### src/hdl/mac_pkg.sv
package mac_pkg;

  // Period of the system clock in ns
  localparam int CLK_PERIOD_NS      = 8;
  // Break-before-make time from select fall to channel switch-on
  localparam int SWITCH_ON_DELAY_NS = 1000;
  // Least time, so rounded up to whole cycles
  localparam int SWITCH_ON_CYCLES   =
    (SWITCH_ON_DELAY_NS + CLK_PERIOD_NS - 1) / CLK_PERIOD_NS;

  // Serial word and result geometry
  localparam int WORD_BITS   = 4;
  localparam int ADDR_BITS   = 3;
  localparam int RESULT_BITS = 12;
  localparam int GATE_POS    = 3;
  // Falling shift-clock edge (counted from 0) at which hold happens
  localparam logic [1:0] HOLD_FALL_IDX = 2'h1;

  // Wishbone register byte offsets
  localparam logic [3:0] REG_CTRL   = 4'h0;
  localparam logic [3:0] REG_STATUS = 4'h4;
  localparam logic [3:0] REG_RESULT = 4'h8;
  // Control fields and reset value
  localparam int         CTRL_ENABLE_POS = 0;
  localparam logic [0:0] CTRL_RESET      = 1'h1;

  // Converter sequencer states
  typedef enum logic [1:0] {
    MAC_IDLE    = 2'b00,
    MAC_SAMPLE  = 2'b01,
    MAC_CONVERT = 2'b10,
    MAC_TRAIL   = 2'b11
  } mac_state_t;

  // Pins arriving from outside the clock domain
  typedef struct packed {
    logic shift_clock;
    logic selector_select_n;
    logic converter_select_n;
    logic data_in;
    logic comparator;
  } mac_pins_t;

  // Controls towards the analog core
  typedef struct packed {
    logic bias_on;
    logic ref_connect;
    logic sample;
    logic cap_to_return;
  } mac_analog_t;

endpackage

### src/hdl/mac_sync.sv
// Two-stage synchroniser for asynchronous pins
module mac_sync #(
  parameter int WIDTH = 1
) (
  // Clock and reset
  input  wire logic             clock_i,
  input  wire logic             rst_n_i,
  // Raw and synchronised levels
  input  wire logic [WIDTH-1:0] async_i,
  output logic      [WIDTH-1:0] sync_o
);

  // First stage is read by the second stage only
  logic [WIDTH-1:0] meta_reg;
  logic [WIDTH-1:0] sync_reg;

  // Plain two-flop chain, no logic in between
  always_ff @(posedge clock_i or negedge rst_n_i)
  begin
    if (!rst_n_i)
    begin
      meta_reg <= '0;
      sync_reg <= '0;
    end
    else
    begin
      meta_reg <= async_i;
      sync_reg <= meta_reg;
    end
  end

  assign sync_o = sync_reg;

endmodule // mac_sync

### src/hdl/mac_chan_decode.sv
// Channel address decoder with gate bit and channel count limit
module mac_chan_decode
  import mac_pkg::*;
#(
  parameter int NUM_CHANNELS = 8
) (
  // Clock and reset
  input  wire logic                    clock_i,
  input  wire logic                    rst_n_i,
  // Latched word and switch-on permission
  input  wire logic [WORD_BITS-1:0]    word_i,
  input  wire logic                    on_i,
  // One enable per selector input
  output logic      [NUM_CHANNELS-1:0] chan_en_o
);

  // Registered enables keep glitches off the analog switches
  logic [NUM_CHANNELS-1:0] en_reg;
  logic [NUM_CHANNELS-1:0] en_next;

  // One comparator per channel; codes above the count select nothing
  genvar g;
  generate
    for (g = 0; g < NUM_CHANNELS; g++)
    begin : g_chan
      always_comb
      begin
        en_next[g] = on_i && word_i[GATE_POS] &&
          (word_i[ADDR_BITS-1:0] == ADDR_BITS'(g));
      end
    end
  endgenerate

  always_ff @(posedge clock_i or negedge rst_n_i)
  begin
    if (!rst_n_i)
      en_reg <= '0;
    else
      en_reg <= en_next;
  end

  assign chan_en_o = en_reg;

endmodule // mac_chan_decode

### src/hdl/mac_serial_ctrl.sv
// Implementation choices: the Wishbone slave port and the register offsets.
module mac_serial_ctrl
  import mac_pkg::*;
#(
  parameter int NUM_CHANNELS = 8
) (
  // Clock and reset
  input  wire logic                       clock_i,
  input  wire logic                       rst_n_i,
  // Serial link pins and comparator, all asynchronous
  input  wire mac_pkg::mac_pins_t         pins_i,
  output logic                            data_out_o,
  output logic                            data_oe_o,
  // Analog core controls
  output mac_pkg::mac_analog_t            analog_o,
  output logic [mac_pkg::RESULT_BITS-1:0] trial_code_o,
  output logic [NUM_CHANNELS-1:0]         chan_en_o,
  // Classic Wishbone slave
  input  wire logic                       wb_cyc_i,
  input  wire logic                       wb_stb_i,
  input  wire logic                       wb_we_i,
  input  wire logic [3:0]                 wb_adr_i,
  input  wire logic [3:0]                 wb_sel_i,
  input  wire logic [31:0]                wb_dat_i,
  output logic [31:0]                     wb_dat_o,
  output logic                            wb_ack_o
);
  import mac_pkg::*;

  // Selects rest high; the chain carries them inverted so that its
  // cleared state reads as idle and no false fall follows reset
  localparam mac_pins_t PIN_FLIP = '{1'b0, 1'b1, 1'b1, 1'b0, 1'b0};

  // Synchronised pins, before and after undoing the inversion
  mac_pins_t pins_flip;
  mac_pins_t pins_s;

  mac_sync #(
    .WIDTH ($bits(mac_pins_t))
  ) u_sync (
    .clock_i (clock_i),
    .rst_n_i (rst_n_i),
    .async_i (pins_i ^ PIN_FLIP),
    .sync_o  (pins_flip)
  );

  assign pins_s = pins_flip ^ PIN_FLIP;

  // Previous synchronised levels for edge detection
  logic sclk_prev_reg;
  logic sel_prev_reg;
  logic conv_prev_reg;
  logic sclk_rise;
  logic sclk_fall;
  logic sel_fall;
  logic conv_fall;

  // Edge history registers
  always_ff @(posedge clock_i or negedge rst_n_i)
  begin
    if (!rst_n_i)
    begin
      sclk_prev_reg <= 1'b0;
      sel_prev_reg  <= 1'b1;
      conv_prev_reg <= 1'b1;
    end
    else
    begin
      sclk_prev_reg <= pins_s.shift_clock;
      sel_prev_reg  <= pins_s.selector_select_n;
      conv_prev_reg <= pins_s.converter_select_n;
    end
  end

  // Edges seen in the system clock domain
  logic ctrl_enable;
  assign sclk_rise = pins_s.shift_clock && !sclk_prev_reg;
  assign sclk_fall = !pins_s.shift_clock && sclk_prev_reg;
  assign sel_fall  = sel_prev_reg && !pins_s.selector_select_n;
  assign conv_fall = conv_prev_reg && !pins_s.converter_select_n &&
                     ctrl_enable;

  // Selector state: shift word, latched word, switch-on delay
  logic [WORD_BITS-1:0] word_reg;
  logic [WORD_BITS-1:0] word_next;
  logic [WORD_BITS-1:0] latched_reg;
  logic [WORD_BITS-1:0] latched_next;
  logic [7:0]           chan_dly_reg;
  logic [7:0]           chan_dly_next;
  logic                 chan_on_reg;
  logic                 chan_on_next;

  // Selector next state
  always_comb
  begin
    word_next     = word_reg;
    latched_next  = latched_reg;
    chan_dly_next = chan_dly_reg;
    chan_on_next  = chan_on_reg;
    // Only the last four rising-edge bits survive
    if (pins_s.selector_select_n && sclk_rise)
      word_next = {word_reg[WORD_BITS-2:0], pins_s.data_in};
    if (sel_fall)
    begin
      // Gate bit lands in the top position, address below
      latched_next  = word_reg;
      // Break before make: everything off first
      chan_on_next  = 1'b0;
      chan_dly_next = 8'(SWITCH_ON_CYCLES);
    end
    else if (!chan_on_reg && chan_dly_reg != 8'h00)
    begin
      chan_dly_next = chan_dly_reg - 8'h01;
      if (chan_dly_reg == 8'h01)
        chan_on_next = 1'b1;
    end
  end

  // Selector registers
  always_ff @(posedge clock_i or negedge rst_n_i)
  begin
    if (!rst_n_i)
    begin
      word_reg     <= '0;
      latched_reg  <= '0;
      chan_dly_reg <= 8'h00;
      chan_on_reg  <= 1'b0;
    end
    else
    begin
      word_reg     <= word_next;
      latched_reg  <= latched_next;
      chan_dly_reg <= chan_dly_next;
      chan_on_reg  <= chan_on_next;
    end
  end

  // Channel stays on until the next selector select fall
  mac_chan_decode #(
    .NUM_CHANNELS (NUM_CHANNELS)
  ) u_decode (
    .clock_i   (clock_i),
    .rst_n_i   (rst_n_i),
    .word_i    (latched_reg),
    .on_i      (chan_on_reg),
    .chan_en_o (chan_en_o)
  );

  // Converter sequencer state
  mac_state_t            state_reg;
  mac_state_t            state_next;
  logic [1:0]            fall_cnt_reg;
  logic [1:0]            fall_cnt_next;
  logic [7:0]            samp_dly_reg;
  logic [7:0]            samp_dly_next;
  logic [3:0]            bit_idx_reg;
  logic [3:0]            bit_idx_next;
  logic [RESULT_BITS-1:0] sar_reg;
  logic [RESULT_BITS-1:0] sar_next;
  logic [RESULT_BITS-1:0] copy_reg;
  logic [RESULT_BITS-1:0] copy_next;
  logic [RESULT_BITS-1:0] result_reg;
  logic [RESULT_BITS-1:0] result_next;
  logic                  dout_reg;
  logic                  dout_next;
  logic                  oe_reg;
  logic                  oe_next;
  logic [RESULT_BITS-1:0] decided;

  // Sequencer next state; of the two selects only the converter select drives it
  always_comb
  begin
    state_next    = state_reg;
    fall_cnt_next = fall_cnt_reg;
    samp_dly_next = samp_dly_reg;
    bit_idx_next  = bit_idx_reg;
    sar_next      = sar_reg;
    copy_next     = copy_reg;
    result_next   = result_reg;
    dout_next     = dout_reg;
    oe_next       = oe_reg;
    // Comparator says input at or above trial keeps the bit
    decided       = sar_reg;
    decided[bit_idx_reg] = pins_s.comparator;
    case (state_reg)
      MAC_IDLE:
      begin
        // Start on select fall; drive the null level at once
        if (conv_fall)
        begin
          state_next    = MAC_SAMPLE;
          fall_cnt_next = 2'h0;
          samp_dly_next = 8'(SWITCH_ON_CYCLES);
          oe_next       = 1'b1;
          dout_next     = 1'b0;
        end
      end
      MAC_SAMPLE:
      begin
        if (samp_dly_reg != 8'h00)
          samp_dly_next = samp_dly_reg - 8'h01;
        if (sclk_fall)
        begin
          fall_cnt_next = fall_cnt_reg + 2'h1;
          // Second fall: hold and start the trial at mid scale
          if (fall_cnt_reg == HOLD_FALL_IDX)
          begin
            state_next   = MAC_CONVERT;
            bit_idx_next = 4'(RESULT_BITS - 1);
            sar_next     = {1'b1, {(RESULT_BITS-1){1'b0}}};
          end
        end
      end
      MAC_CONVERT:
      begin
        // One decision per falling edge, shown as it is made
        if (sclk_fall)
        begin
          dout_next = pins_s.comparator;
          if (bit_idx_reg == 4'h0)
          begin
            state_next  = MAC_TRAIL;
            sar_next    = decided;
            result_next = decided;
            // LSB already went out; copy starts with bit 1
            copy_next   = decided >> 1;
          end
          else
          begin
            sar_next     = decided;
            sar_next[bit_idx_reg - 4'h1] = 1'b1;
            bit_idx_next = bit_idx_reg - 4'h1;
          end
        end
      end
      MAC_TRAIL:
      begin
        // Powered down; copy shifts out, zeros follow
        if (sclk_fall)
        begin
          dout_next = copy_reg[0];
          copy_next = copy_reg >> 1;
        end
      end
      default:
        state_next = MAC_IDLE;
    endcase
    // Select high overrides everything: float and go idle
    if (pins_s.converter_select_n)
    begin
      state_next = MAC_IDLE;
      oe_next    = 1'b0;
      dout_next  = 1'b0;
    end
  end

  // Sequencer registers
  always_ff @(posedge clock_i or negedge rst_n_i)
  begin
    if (!rst_n_i)
    begin
      state_reg    <= MAC_IDLE;
      fall_cnt_reg <= 2'h0;
      samp_dly_reg <= 8'h00;
      bit_idx_reg  <= 4'h0;
      sar_reg      <= '0;
      copy_reg     <= '0;
      result_reg   <= '0;
      dout_reg     <= 1'b0;
      oe_reg       <= 1'b0;
    end
    else
    begin
      state_reg    <= state_next;
      fall_cnt_reg <= fall_cnt_next;
      samp_dly_reg <= samp_dly_next;
      bit_idx_reg  <= bit_idx_next;
      sar_reg      <= sar_next;
      copy_reg     <= copy_next;
      result_reg   <= result_next;
      dout_reg     <= dout_next;
      oe_reg       <= oe_next;
    end
  end

  // Power only while sampling or converting
  always_comb
  begin
    analog_o.bias_on       = state_reg inside {MAC_SAMPLE, MAC_CONVERT};
    analog_o.ref_connect   = analog_o.bias_on;
    analog_o.sample        = state_reg == MAC_SAMPLE &&
                             samp_dly_reg == 8'h00;
    // Cap on the return input while converting
    analog_o.cap_to_return = state_reg == MAC_CONVERT;
  end

  assign trial_code_o = sar_reg;
  assign data_out_o   = dout_reg;
  assign data_oe_o    = oe_reg;

  // Wishbone slave: control, status and last result
  logic        ctrl_reg;
  logic        ctrl_next;
  logic        ack_reg;
  logic        ack_next;
  logic [31:0] rdata_reg;
  logic [31:0] rdata_next;
  logic        wb_req;

  assign wb_req      = wb_cyc_i && wb_stb_i && !ack_reg;
  assign ctrl_enable = ctrl_reg;

  // Bus next state; unmapped reads give zero, writes are dropped
  always_comb
  begin
    ctrl_next  = ctrl_reg;
    ack_next   = wb_req;
    rdata_next = 32'h0000_0000;
    if (wb_req)
    begin
      case (wb_adr_i)
        REG_CTRL:
        begin
          rdata_next[CTRL_ENABLE_POS] = ctrl_reg;
          if (wb_we_i && wb_sel_i[0])
            ctrl_next = wb_dat_i[CTRL_ENABLE_POS];
        end
        REG_STATUS:
          rdata_next = {23'h000000, chan_on_reg, latched_reg,
                        word_reg[0], state_reg, oe_reg};
        REG_RESULT:
          rdata_next = {20'h00000, result_reg};
        default:
          rdata_next = 32'h0000_0000;
      endcase
    end
  end

  // Bus registers
  always_ff @(posedge clock_i or negedge rst_n_i)
  begin
    if (!rst_n_i)
    begin
      ctrl_reg  <= CTRL_RESET[0];
      ack_reg   <= 1'b0;
      rdata_reg <= 32'h0000_0000;
    end
    else
    begin
      ctrl_reg  <= ctrl_next;
      ack_reg   <= ack_next;
      rdata_reg <= rdata_next;
    end
  end

  assign wb_ack_o = ack_reg;
  assign wb_dat_o = rdata_reg;

  // Checks
  a_float_high: assert property (@(posedge clock_i) disable iff (!rst_n_i)
    pins_s.converter_select_n |=> !data_oe_o && state_reg == MAC_IDLE)
    else $error("output not floated with select high");
  a_drive_soon: assert property (@(posedge clock_i) disable iff (!rst_n_i)
    conv_fall |=> data_oe_o && !data_out_o)
    else $error("data line not taken after select fall");
  a_hold_edge: assert property (@(posedge clock_i) disable iff (!rst_n_i)
    state_reg == MAC_SAMPLE && sclk_fall && fall_cnt_reg == 2'h1 &&
    !pins_s.converter_select_n |=> state_reg == MAC_CONVERT)
    else $error("hold not on second falling edge");
  a_conv_end: assert property (@(posedge clock_i) disable iff (!rst_n_i)
    state_reg == MAC_CONVERT && sclk_fall && bit_idx_reg == 4'h0 &&
    !pins_s.converter_select_n |=> state_reg == MAC_TRAIL)
    else $error("conversion length wrong");
  a_power_down: assert property (@(posedge clock_i) disable iff (!rst_n_i)
    state_reg inside {MAC_IDLE, MAC_TRAIL} |->
    !analog_o.bias_on && !analog_o.ref_connect)
    else $error("converter powered outside conversion");
  a_cap_return: assert property (@(posedge clock_i) disable iff (!rst_n_i)
    $rose(state_reg == MAC_CONVERT) |->
    analog_o.cap_to_return && !analog_o.sample)
    else $error("cap not on return input at hold");
  a_msb_out: assert property (@(posedge clock_i) disable iff (!rst_n_i)
    state_reg == MAC_CONVERT && sclk_fall &&
    !pins_s.converter_select_n |=> data_out_o == $past(pins_s.comparator))
    else $error("decided bit not shown");
  a_word_shift: assert property (@(posedge clock_i) disable iff (!rst_n_i)
    pins_s.selector_select_n && sclk_rise |=>
    word_reg[0] == $past(pins_s.data_in))
    else $error("input bit not shifted");
  a_gate_off: assert property (@(posedge clock_i) disable iff (!rst_n_i)
    !latched_reg[GATE_POS] |=> chan_en_o == '0)
    else $error("channel on with gate low");
  a_break_first: assert property (@(posedge clock_i) disable iff (!rst_n_i)
    sel_fall |=> ##1 chan_en_o == '0)
    else $error("no break before make");

  c_full_conv: cover property (@(posedge clock_i) disable iff (!rst_n_i)
    state_reg == MAC_CONVERT ##1 state_reg == MAC_TRAIL);
  c_chan_on: cover property (@(posedge clock_i) disable iff (!rst_n_i)
    chan_on_reg && latched_reg[GATE_POS]);
  c_early_abort: cover property (@(posedge clock_i) disable iff (!rst_n_i)
    state_reg == MAC_CONVERT ##1 state_reg == MAC_IDLE);

endmodule // mac_serial_ctrl

### config.mk
export PLATFORM = sky130hd
export DESIGN_NAME = mac_serial_ctrl
export DESIGN_NICKNAME = d
export VERILOG_FILES = /design/src/hdl/mac_pkg.sv /design/src/hdl/mac_sync.sv /design/src/hdl/mac_chan_decode.sv /design/src/hdl/mac_serial_ctrl.sv
export SDC_FILE = /design/constraint.sdc
export NUM_CORES = 1
export LEC_CHECK = 0
export BUFFER_PORTS_ARGS = -buffer_cell sky130_fd_sc_hd__buf_2
export CELL_PAD_IN_SITES_DETAIL_PLACEMENT = 1
export CELL_PAD_IN_SITES_GLOBAL_PLACEMENT = 1
export CORE_ASPECT_RATIO = 0.75
export CORE_MARGIN = 4
export CORE_UTILIZATION = 42
export DETAILED_ROUTE_END_ITERATION = 6
export PLACE_DENSITY_LB_ADDON = 0.05
export REMOVE_ABC_BUFFERS = 1
export SYNTH_ARGS = -nofsm -noshare
export SYNTH_HDL_FRONTEND = slang
export SYNTH_SLANG_ARGS = --single-unit
### constraint.sdc
create_clock -name clock_i -period 2.7 [get_ports clock_i]
set_clock_uncertainty 0.05 [all_clocks]
set_input_delay 0.135 -clock clock_i [delete_from_list [all_inputs] [get_ports clock_i]]
set_output_delay 0.135 -clock clock_i [all_outputs]
set_load 0.03 [all_outputs]
==> impl_metrics.json <==
{
  "ant_nets": 0,
  "critPathMaxFanout": 12,
  "peakVddDrop_mv": 0.4197,
  "coreArea_um2": 11830,
  "fp.dieW_um": 136.1,
  "grt.total_usage_pct": 18.39,
  "start_util_pct": 43.68,
  "regArea_um2": 2631,
  "finalWeightedCongestion": 0.8129,
  "final_area_um2": 5914,
  "fin_crit_sh_pct": 88.97,
  "wl_per_cell_um": 17.59,
  "vias": 3802,
  "power_density_nw_per_um2": 731.2,
  "synth_edf_count": 0,
  "io_pins": 109,
  "fin_crit_ns": 2.402,
  "ys.flop_type": "dfrtp_1",
  "p_int_w": 0.002836,
  "multi_input_area_um2": 2276,
  "io_buffers": 54,
  "clockPowerShare_pct": 29.9,
  "grt_pass1_vias": 3940,
  "power.share.combinational_pct": 24.2,
  "synth.largest_area_cell": "dfrtp_1",
  "syn_to_final_growth_pct": 14.48,
  "cp-end-kind": "output port",
  "cts_tree": "yes",
  "finalHoldViolCount": 0,
  "netlist_top_cells_area": "dfrtp_1 (49%), mux2_2 (5.9%), ha_1 (3.6%), buf_4 (3.2%), nor2_1 (2.7%)",
  "routed_via_density": 5.378,
  "maxCapViolCount": 0,
  "slew_viol_final": 0,
  "dpl.hpwl_um": 8865,
  "grt.overflow.total": 0,
  "htree_num_levels": 3,
  "clock_latency_ns": 0.35,
  "p_leak_nw": 2.737,
  "cts_resized": 0,
  "ys_seq_area_share_pct": 50.93,
  "syn_inst": 483,
  "synth_top_area_share_pct": 49.41,
  "synth_area_per_cell_um2": 10.70,
  "startpoint_type": "flip-flop",
  "timing.fmax_mhz": 416.3,
  "setup_ws_ns": 0.2978,
  "antenna_found_initial": 0,
  "min_path_type": "in -> reg",
  "grt_max_degree": 59,
  "first_pass_iters": 4,
  "slew-limit-headroom_pct": 37.23,
  "place_area_um2": 5530,
  "dieArea_um2": 14160,
  "crit_required_ns": 2.52,
  "ys_types": 63,
  "drt_iter0_markers": 236,
  "clock_path_buffers": 2,
  "p_switching_w": 0.001488,
  "dpl_worst_slack_ns": 0.3255,
  "reg2reg_slack_ns": 0.31,
  "clock-root-buffer": "clkbuf_16",
  "finalSetupTns_ns": 0,
  "ys_seq_elements": 105,
  "cts.clk_slew.worst_paths_ns": 0.08,
  "num_antenna_cells": 0,
  "drc": 0,
  "final_util_pct": 50.01,
  "async_reset_ff_share_pct": 100.0,
  "cts.sinks": 105,
  "cts_buffers": 9,
  "worst_pin_slew_ns": 0.9391,
  "fillers": 1332,
  "drive_gt1_share_pct": 22.57,
  "finalSetupViolCount": 0,
  "syn_area_um2": 5166,
  "worstSetupPathType": "reg -> out",
  "yosys_warnings": 0,
  "status": "finished clean",
  "rsz0062_at_grt": "no",
  "drt_wl_total_um": 12440,
  "swShare_pct": 34.41,
  "p_seq_share_pct": 45.9,
  "fp-row-count": 34,
  "fin_nets": 605,
  "grt_pass1_wl_um": 20900,
  "die_height_um": 104.1,
  "worst_ep_arrival_time_ns": 2.22
}
metrics by stage:
step	total power (W)	instances	hold WS (ns)
floorplan	0.002687	459	-0.2106
global placement	0.002999	682	0.1404
detailed placement	0.003054	682	0.1457
CTS	0.004367	707	0.1727
global route	0.004597	707	0.1915
finish	0.004325	707	0.1769
power groups by stage:
stage	clock (W)	sequential, W	combinational (W)
floorplan	0	0.00197	0.000717
global placement	0	0.00200	0.00100
detailed placement	0	0.00201	0.00104
CTS	0.00133	0.00198	0.00105
global route	0.00140	0.00203	0.00117
finish	0.00129	0.00199	0.00105
logic make-up after synthesis:
family | Yosys count | share of synthesized area (%)
compound gates | 91 | 12.50
xor+xnor | 4 | 0.6781
fa+ha+maj | 15 | 3.633
buf+inv | 65 | 6.515
flops | 105 | 50.93
mux | 40 | 8.404
other cells | 1 | 0.07259
simple gates | 162 | 17.27
worst max-delay path, stage by stage, from the launching register on:
cell and delay [ns]:
dfrtp_1 0.43, inv_1 0.10, ha_1 0.43, nor4bb_1 0.50
and2_1 0.22, buf_2 0.20
worst paths after layout:
check,startpoint,endpoint,depth (start not counted)
hold reg to reg,u_sync.meta_reg[0],u_sync.sync_o[0],0
setup reg to reg,state_reg[1],samp_dly_reg[7],6
setup / recovery,state_reg[1],analog_o[1],5
max in group asynchronous,rst_n_i,trial_code_o[5],3
hold / removal,wb_sel_i[0],ctrl_enable,4
min in group asynchronous,rst_n_i,samp_dly_reg[4],2
synth_stat cells (9+ instances only):
cell and number:
a21oi_1 13, mux2_2 27, buf_4 22, and3_1 10
inv_1 22, o21ai_0 21, mux2i_1 13, nand3_1 10
a22oi_1 9, ha_1 15, clkbuf_1 13, nand2_1 35
nand3b_1 10, nor2_1 37, dfrtp_1 102
cells in the final DEF, fill, tap and decap left out, types with 4 or more instances in the layout:
cell type and count:
nor2b_1 6, nor3b_1 7, nor3_1 5, ha_1 15
a22oi_1 9, dfrtp_1 102, nand3_1 10, nor2_1 37
a211oi_1 4, o22ai_1 4, nand4_1 4, nand2_1 35
nor4_1 4, a21oi_1 13, conb_1 20, inv_1 22
or2_2 4, xnor2_1 4, buf_2 53, clkbuf_16 9
o21ai_0 21, dlygate4sd3_1 9, and3_1 10, a221o_1 4
nand3b_1 10, and2_1 5, a31oi_1 6, o221ai_1 4
mux2i_1 13, buf_4 7, mux2_2 27, nand2b_1 7
final cells by class:
cell class              count  share of cell area, %
flip-flops and latches    105                  44.49
multi-input cells         332                  38.48
clock buffers              10                  4.041
inverters                  22                  1.396
clock inverters             6                 0.9308
repair buffers             70                  7.235
well taps                 162                  3.427
layer usage:
metal | vias to the layer above | track usage [%] | wire, um
met5 | - | 0 | 0
met4 | 0 | 4.676 | 172
met3 | 14 | 3.675 | 500
met2 | 90 | 26.93 | 5361
met1 | 1902 | 27.81 | 6402
li1 | 1796 | - | -
repair_timing:
item | in CTS | in global routing
setup buffers | 0 | 0
endpoints found under the hold margin | 51 | 0
hold buffers | 9 | 0
Power figures use the tool's default switching activity.
